File: config.mk
export PLATFORM = sky130hd
export DESIGN_NAME = pmt_timer
export DESIGN_NICKNAME = d
export VERILOG_FILES = /design/src/design/pmt_pkg.sv /design/src/design/pmt_timer.sv
export SDC_FILE = /design/constraint.sdc
export NUM_CORES = 1
export LEC_CHECK = 0
export BUFFER_PORTS_ARGS = -buffer_cell sky130_fd_sc_hd__buf_2
export CAP_MARGIN = 0
export CORE_MARGIN = 2
export CORE_UTILIZATION = 50
export DETAILED_ROUTE_END_ITERATION = 7
export GPL_ROUTABILITY_DRIVEN = 0
export MAX_ROUTING_LAYER = met4
export PLACE_DENSITY = 0.88
export SLEW_MARGIN = 20
export SYNTH_ARGS = -nofsm -noshare
export SYNTH_HDL_FRONTEND = slang
export SYNTH_SLANG_ARGS = --single-unit
File: constraint.sdc
create_clock -name pclk -period 5.5 [get_ports pclk]
set_input_delay 0.275 -clock pclk [delete_from_list [all_inputs] [get_ports pclk]]
set_output_delay 0.275 -clock pclk [all_outputs]
set_load 0.1 [all_outputs]
File: src/design/pmt_pkg.sv
package pmt_pkg;
  // Register byte addresses on the APB bus
  localparam logic [11:0] PMT_OFF_CONTROL = 12'h000;
  localparam logic [11:0] PMT_OFF_COUNT   = 12'h004;
  localparam logic [11:0] PMT_OFF_LIMIT   = 12'h008;
  localparam logic [11:0] PMT_OFF_STATUS  = 12'h00C;
  localparam logic [11:0] PMT_OFF_MASK    = 12'h010;

  // Control field positions
  localparam int PMT_CTL_PRE_LSB  = 0;
  localparam int PMT_CTL_RUN_BIT  = 2;
  localparam int PMT_CTL_POST_LSB = 3;
  localparam logic [7:0] PMT_CTL_WMASK = 8'h7F;

  // Reset values
  localparam logic [7:0] PMT_RST_CONTROL = 8'h00;
  localparam logic [7:0] PMT_RST_COUNT   = 8'h00;
  localparam logic [7:0] PMT_RST_LIMIT   = 8'hFF;

  // Instruction clock is the bus clock divided by four
  localparam logic [1:0] PMT_INSTR_DIV_LAST = 2'h3;

  // Pre-divider terminal counts
  localparam logic [3:0] PMT_PRE_LAST_1  = 4'h0;
  localparam logic [3:0] PMT_PRE_LAST_4  = 4'h3;
  localparam logic [3:0] PMT_PRE_LAST_16 = 4'hF;

  typedef struct packed {
    logic [7:0] control;
    logic [7:0] count;
    logic [7:0] limit;
    logic       status;
    logic       mask;
    logic [1:0] phase;
    logic [3:0] pre;
    logic [3:0] post;
    logic       match;
    logic       acc;
    logic [31:0] rdata;
  } pmt_state_t;
endpackage : pmt_pkg

File: src/design/pmt_timer.sv
`timescale 1ns/1ps
`default_nettype none
module pmt_timer
  import pmt_pkg::*;
(
  input  wire logic        pclk,
  input  wire logic        presetn,
  input  wire logic        clk_en,
  input  wire logic        psel,
  input  wire logic        penable,
  input  wire logic        pwrite,
  input  wire logic [11:0] paddr,
  input  wire logic [31:0] pwdata,
  output logic [31:0]      prdata,
  output logic             pready,
  output logic             pslverr,
  output logic             irq,
  output logic             serial_shift_tick,
  output logic             pwm_period_match,
  output logic [7:0]       pwm_time_base
);
  pmt_state_t st_reg;
  pmt_state_t st_next;

  logic       wr_en;
  logic       rd_en;
  logic       hit;
  logic       instr_tick;
  logic       pre_done;
  logic       run;
  logic [3:0] pre_last;
  logic [3:0] post_last;
  logic       flag_set;
  logic       acc_first;
  logic       acc_last;
  logic       rd_clr;

  // Read data is registered at the first access edge; writes and the read clear
  // wait for the edge where pready is seen, so no access takes effect twice
  assign acc_first = psel & penable & ~st_reg.acc & clk_en;
  assign acc_last  = psel & penable & st_reg.acc & clk_en;
  assign wr_en     = acc_last & pwrite;
  assign rd_en     = acc_first & ~pwrite;
  assign rd_clr    = acc_last & ~pwrite & (paddr == PMT_OFF_STATUS);
  assign hit   = (paddr == PMT_OFF_CONTROL) | (paddr == PMT_OFF_COUNT) |
                 (paddr == PMT_OFF_LIMIT) | (paddr == PMT_OFF_STATUS) |
                 (paddr == PMT_OFF_MASK);
  assign run        = st_reg.control[PMT_CTL_RUN_BIT];
  assign post_last  = st_reg.control[PMT_CTL_POST_LSB +: 4];
  assign instr_tick = run & (st_reg.phase == PMT_INSTR_DIV_LAST);

  always_comb begin
    unique case (st_reg.control[PMT_CTL_PRE_LSB +: 2])
      2'h0:    pre_last = PMT_PRE_LAST_1;
      2'h1:    pre_last = PMT_PRE_LAST_4;
      default: pre_last = PMT_PRE_LAST_16;
    endcase
  end

  assign pre_done = instr_tick & (st_reg.pre == pre_last);
  assign flag_set = pre_done & (st_reg.count == st_reg.limit) &
                    (st_reg.post == post_last);

  always_comb begin
    st_next = st_reg;
    st_next.match = 1'b0;
    st_next.acc   = psel & penable & ~st_reg.acc;
    if (run) begin
      st_next.phase = st_reg.phase + 2'h1;
    end
    if (instr_tick) begin
      st_next.pre = pre_done ? 4'h0 : st_reg.pre + 4'h1;
    end
    if (pre_done) begin
      if (st_reg.count == st_reg.limit) begin
        st_next.count = 8'h00;
        st_next.match = 1'b1;
        st_next.post  = (st_reg.post == post_last) ? 4'h0 : st_reg.post + 4'h1;
      end else begin
        st_next.count = st_reg.count + 8'h01;
      end
    end
    if (wr_en) begin
      unique case (paddr)
        PMT_OFF_CONTROL: begin
          st_next.control = pwdata[7:0] & PMT_CTL_WMASK;
          st_next.pre  = 4'h0;
          st_next.post = 4'h0;
          st_next.phase = 2'h0;
        end
        PMT_OFF_COUNT: begin
          st_next.count = pwdata[7:0];
          st_next.pre  = 4'h0;
          st_next.post = 4'h0;
          st_next.phase = 2'h0;
        end
        PMT_OFF_LIMIT: st_next.limit = pwdata[7:0];
        PMT_OFF_MASK:  st_next.mask  = pwdata[0];
        default: ;
      endcase
    end
    st_next.rdata = 32'h0000_0000;
    if (rd_en) begin
      unique case (paddr)
        PMT_OFF_CONTROL: st_next.rdata = {24'h000000, st_reg.control};
        PMT_OFF_COUNT:   st_next.rdata = {24'h000000, st_reg.count};
        PMT_OFF_LIMIT:   st_next.rdata = {24'h000000, st_reg.limit};
        PMT_OFF_STATUS:  st_next.rdata = {31'h0, st_reg.status};
        PMT_OFF_MASK:    st_next.rdata = {31'h0, st_reg.mask};
        default:         st_next.rdata = 32'h0000_0000;
      endcase
    end
    // Only a flag that the read reported is cleared, so a later event is kept
    if (rd_clr) begin
      st_next.status = st_reg.status & ~st_reg.rdata[0];
    end
    // Set wins over the read clear
    if (flag_set) begin
      st_next.status = 1'b1;
    end
  end

  always_ff @(posedge pclk or negedge presetn) begin
    if (!presetn) begin
      st_reg.control <= PMT_RST_CONTROL;
      st_reg.count   <= PMT_RST_COUNT;
      st_reg.limit   <= PMT_RST_LIMIT;
      st_reg.status  <= 1'b0;
      st_reg.mask    <= 1'b0;
      st_reg.phase   <= 2'h0;
      st_reg.pre     <= 4'h0;
      st_reg.post    <= 4'h0;
      st_reg.match   <= 1'b0;
      st_reg.acc     <= 1'b0;
      st_reg.rdata   <= 32'h0000_0000;
    end else if (clk_en) begin
      st_reg <= st_next;
    end
  end

  // Read data is registered, so every access takes one wait state
  assign pready            = st_reg.acc;
  assign pslverr           = st_reg.acc & ~hit;
  assign prdata            = st_reg.rdata;
  assign irq               = st_reg.status & st_reg.mask;
  assign serial_shift_tick = st_reg.match;
  assign pwm_period_match  = st_reg.match;
  assign pwm_time_base     = st_reg.count;

  property p_wrap;
    @(posedge pclk) disable iff (!presetn)
      (clk_en & pre_done & (st_reg.count == st_reg.limit) & ~wr_en) |=>
        (st_reg.count == 8'h00) & st_reg.match;
  endproperty
  a_wrap: assert property (p_wrap) else $error("counter did not wrap at limit");

  property p_stop_hold;
    @(posedge pclk) disable iff (!presetn)
      (clk_en & ~run & ~wr_en) |=> $stable(st_reg.count) & ~st_reg.match;
  endproperty
  a_stop_hold: assert property (p_stop_hold) else $error("stopped timer moved");

  property p_ctl_keeps_count;
    @(posedge pclk) disable iff (!presetn)
      (wr_en & (paddr == PMT_OFF_CONTROL) & ~pre_done) |=>
        (st_reg.count == $past(st_reg.count)) & (st_reg.pre == 4'h0) & (st_reg.post == 4'h0);
  endproperty
  a_ctl_keeps_count: assert property (p_ctl_keeps_count) else $error("control write bad");

  property p_cnt_write;
    @(posedge pclk) disable iff (!presetn)
      (wr_en & (paddr == PMT_OFF_COUNT)) |=>
        (st_reg.count == $past(pwdata[7:0])) & (st_reg.pre == 4'h0);
  endproperty
  a_cnt_write: assert property (p_cnt_write) else $error("count write bad");

  property p_bit7;
    @(posedge pclk) disable iff (!presetn) st_reg.control[7] == 1'b0;
  endproperty
  a_bit7: assert property (p_bit7) else $error("control bit 7 set");

  property p_tick_rate;
    @(posedge pclk) disable iff (!presetn)
      (clk_en & instr_tick) |=> ~instr_tick;
  endproperty
  a_tick_rate: assert property (p_tick_rate) else $error("instruction tick too fast");

  property p_flag;
    @(posedge pclk) disable iff (!presetn)
      (clk_en & flag_set) |=> st_reg.status;
  endproperty
  a_flag: assert property (p_flag) else $error("flag not set");

  property p_post_bound;
    @(posedge pclk) disable iff (!presetn) st_reg.post <= post_last | $past(wr_en);
  endproperty
  a_post_bound: assert property (p_post_bound) else $error("post-divider overran");

  property p_limit_write;
    @(posedge pclk) disable iff (!presetn)
      (wr_en & (paddr == PMT_OFF_LIMIT)) |=> st_reg.limit == $past(pwdata[7:0]);
  endproperty
  a_limit_write: assert property (p_limit_write) else $error("limit write lost");

  property p_count_step;
    @(posedge pclk) disable iff (!presetn)
      (clk_en & pre_done & (st_reg.count != st_reg.limit) & ~wr_en) |=>
        (st_reg.count == 8'($past(st_reg.count) + 8'h01));
  endproperty
  a_count_step: assert property (p_count_step) else $error("counter did not step");

  property p_no_step;
    @(posedge pclk) disable iff (!presetn)
      (clk_en & ~pre_done & ~wr_en) |=> $stable(st_reg.count);
  endproperty
  a_no_step: assert property (p_no_step) else $error("counter stepped early");

  property p_pre_bound;
    @(posedge pclk) disable iff (!presetn) st_reg.pre <= pre_last | $past(wr_en);
  endproperty
  a_pre_bound: assert property (p_pre_bound) else $error("pre-divider overran");

  property p_cnt_clr_post;
    @(posedge pclk) disable iff (!presetn)
      (wr_en & (paddr == PMT_OFF_COUNT)) |=> (st_reg.post == 4'h0) & (st_reg.phase == 2'h0);
  endproperty
  a_cnt_clr_post: assert property (p_cnt_clr_post) else $error("post not cleared");

  property p_stopped_no_flag;
    @(posedge pclk) disable iff (!presetn) (clk_en & ~run) |-> ~flag_set & ~pre_done;
  endproperty
  a_stopped_no_flag: assert property (p_stopped_no_flag) else $error("flag while stopped");

  property p_match_pulse;
    @(posedge pclk) disable iff (!presetn) (clk_en & st_reg.match) |=> ~st_reg.match;
  endproperty
  a_match_pulse: assert property (p_match_pulse) else $error("match pulse too long");

  property p_status_clear;
    @(posedge pclk) disable iff (!presetn)
      (rd_clr & ~flag_set & st_reg.rdata[0]) |=> ~st_reg.status;
  endproperty
  a_status_clear: assert property (p_status_clear) else $error("flag not cleared");

  property p_ctl_read;
    @(posedge pclk) disable iff (!presetn)
      (rd_en & (paddr == PMT_OFF_CONTROL)) |=> (prdata[31:7] == 25'h0000000);
  endproperty
  a_ctl_read: assert property (p_ctl_read) else $error("control read bit 7");

  property p_time_base;
    @(posedge pclk) disable iff (!presetn)
      (clk_en & st_reg.match) |-> (pwm_time_base == 8'h00) & pwm_period_match;
  endproperty
  a_time_base: assert property (p_time_base) else $error("time base off at match");
endmodule : pmt_timer
`default_nettype wire

==> summary.md <==
| Metric | Value |
|---|---|
| Setup TNS Final | 0 ps |
| Drt pass-1 iters | 5 |
| First-pass GRT wire length | 10.1 mm |
| #FFs+latches synth | 45 |
| Seq pwr share | 0.477 |
| Status | finished clean |
| Critical Path End Type | register |
| Worst path arrival time | 2900 ps |
| Final slew viol count | 0 |
| Cell-internal power | 479 uW |
| Final hold violation count | 0 |
| Post-synth cell types | 53 |
| Combinational share of power | 0.169 |
| Die width | 80.0 um |
| Ports | 95 |
| Die Ht | 80.0 um |
| P_leak | 1.44 nW |
| Reg2reg path depth | 5 |
| Mapped Cells | 300 |
| Final setup violation count | 0 |
| Clk sinks | 45 |
| Final nets | 377 |
| Die footprint | 6400 sq um |
| Relative max-transition margin | 0.344 |
| H-tree levels | 2 |
| Most common cell in the netlist | buf_4 |
| Main synth FF type | dfrtp_1 |
| Crit Path Max Fanout | 20 |
| Final Util | 0.550 |
| Clock latency on the worst-skew pair | 300 ps |
| Fmax | 374 MHz |
| Buffers on Ports | 46 |
| Min Tclk post-route | 2670 ps |
| Least-Margin Pin Slew | 984 ps |
| Worst hold slack | 128 ps |
| Switching portion of total power | 0.318 |
| Register area share after synthesis | 0.393 |
| Crit share post-route | 0.486 |
| Rows | 27 |
| Synth area leaders | dfrtp_1 (32%), buf_4 (11%), dfstp_2 (7.3%) |
| Critical R2R Launch | st_reg[53]$_DFFE_PN1P_ |
| Cell taking the most area after synthesis | dfrtp_1 |
| Max FFs per register | 22 |
| # placed instances | 388 |
| Pin count of the biggest net entering global routing | 46 |
| Sw Pwr | 224 uW |
| Final WL | 6.34 mm |
| Total clock buffers created by CTS | 5 |
| Root buffer cell | clkbuf_8 |
| DR WL/cell | 16.0 um |
| Worst setup SP type | register |
| Synth top area share | 0.320 |
| Post-synthesis async set-or-reset flop share | 1.00 |
| RSZ-0062 raised after global routing | no |
| Reg2reg setup slack | 2830 ps |
| Setup repair bufs after CTS | 0 |
| Max-cap violation count | 0 |
| EDFF count, synth | 0 |
| Post-DP HPWL | 4.54 mm |
| ANT cells | 0 |
| Finished Layout Cells | 396 |
| Synth top cells by count | buf_4 (41), dfrtp_1 (37), o21ai_0 (19) |
| Maximum vdd drop | 0.129 mV |
| # hold bufs at CTS | 0 |
| Setup Skew | 5.24 ps |
| Aggregate global routing overflow | 0 |
| Clk pwr share | 0.354 |
| Yosys Warn Count | 0 |
| Area delta synth->final | 5.41% |
| Vias per cell | 5.92 |
| Routed Antenna Nets | 0 |
| Drc violations | 0 |
| Initial antenna violation count | 0 |
| Hold Crit Class | primary input to async pin |
| Starting DRT DRC Count | 292 |
| Starting Density | 0.521 |
| Per-instance average area after synthesis | 9.63 sq um |
| CP required | 5720 ps |
| Clock transition at path regs | 80 ps |
| Vias in the first global route | 2,108 |
| Power per cell area | 231 nW/um^2 |
| Layout cells sized above 1 | 0.265 |
| CTS resizes | 0 |
| CTS tree | done |
| Vias post-DR | 2,344 |
| GRT Total Usage | 0.208 |
| Core area | 5540 sq um |
| Cell area after synthesis | 2890 sq um |
| Bufs on Longest Clock Path | 2 |
| Critical R2R Capture | st_reg[36]$_DFFE_PN0P_ |
| Critical path type | register to register |
## per-stage QoR
stage               power [mW]  setup slack, ps  cell area, sq um
floorplan                0.451             3260              2980
global placement         0.459             2880              2940
detailed placement       0.460             2860              2940
CTS                      0.706             2840              3050
global route             0.725             2750              3050
finish                   0.703             2830              3050
## metal layers
| layer | GRT usage | up-vias | routed length [um] |
|---|---|---|---|
| met5 | - | - | 0 |
| met4 | 0.0797 | 0 | 96 |
| met3 | 0.0475 | 12 | 433 |
| met2 | 0.333 | 106 | 3180 |
| met1 | 0.255 | 1141 | 2630 |
| li1 | - | 1085 | - |
## power by group through the flow
| stage | Combinational, mW | Sequential (mW) | Clock (mW) |
|---|---|---|---|
| floorplan | 0.106 | 0.345 | 0 |
| global placement | 0.118 | 0.341 | 0 |
| detailed placement | 0.119 | 0.341 | 0 |
| CTS | 0.119 | 0.335 | 0.252 |
| global route | 0.124 | 0.335 | 0.266 |
| finish | 0.119 | 0.335 | 0.249 |
## kinds of logic (layout without fill, tap and decap cells)
family,after synthesis,in the layout,share of synthesized area
AND/OR/NAND/NOR,86,86,0.175
AO/OA/AOI/OAI,74,74,0.171
buffers and inverters,58,59,0.130
flip-flops,45,45,0.393
multiplexers,19,19,0.0732
XOR/XNOR,13,13,0.0394
adder cells (fa/ha/maj),4,4,0.0173
other,1,24,0.00130
## final cells by class
type / instances / area [sq um]
fill: 479 / 2490
multi-input combinational: 220 / 1460
sequential: 45 / 1140
timing repair buffer: 46 / 230
tap: 72 / 90.1
clock buffer: 6 / 72.6
clock inverter: 2 / 35.0
inverter: 5 / 18.8
## worst max-delay path by stage
stage / startpoint / endpoint / slack, ps / cells after the start
detailed placement: paddr[9] / pwm_time_base[3]$_DFFE_PN0P_ / 2860 / 6
global placement: paddr[9] / pwm_time_base[3]$_DFFE_PN0P_ / 2880 / 6
CTS: st_reg[53]$_DFFE_PN1P_ / st_reg[36]$_DFFE_PN0P_ / 2840 / 5
global route: pwm_time_base[4]$_DFFE_PN0P_ / st_reg[37]$_DFFE_PN0P_ / 2750 / 5
finish: st_reg[53]$_DFFE_PN1P_ / st_reg[36]$_DFFE_PN0P_ / 2830 / 5
floorplan: pready$_DFFE_PN0P_ / pwm_time_base[3]$_DFFE_PN0P_ / 3260 / 6
## critical path: stages (launching register included)
cell and delay (ps):
dfstp_2 560, xor2_1 70, nor4_1 570, nand2_1 580
or4_1 650, a21oi_1 150
## cell usage in the layout (no fill, tap or decap), drive strengths merged, types with 5 or more instances in the layout
| cell | count |
|---|---|
| buf | 46 |
| nor3 | 5 |
| mux2 | 17 |
| o21ai | 20 |
| nand2 | 19 |
| nand4 | 5 |
| conb | 24 |
| nor2 | 9 |
| nand3 | 14 |
| and3 | 5 |
| clkbuf | 6 |
| xor2 | 9 |
| and2 | 5 |
| a21oi | 12 |
| inv | 5 |
| a21o | 5 |
| dfstp | 8 |
| a22oi | 13 |
| dfrtp | 37 |
| nor4 | 6 |
No activity file was read; power rests on OpenSTA's default activity.
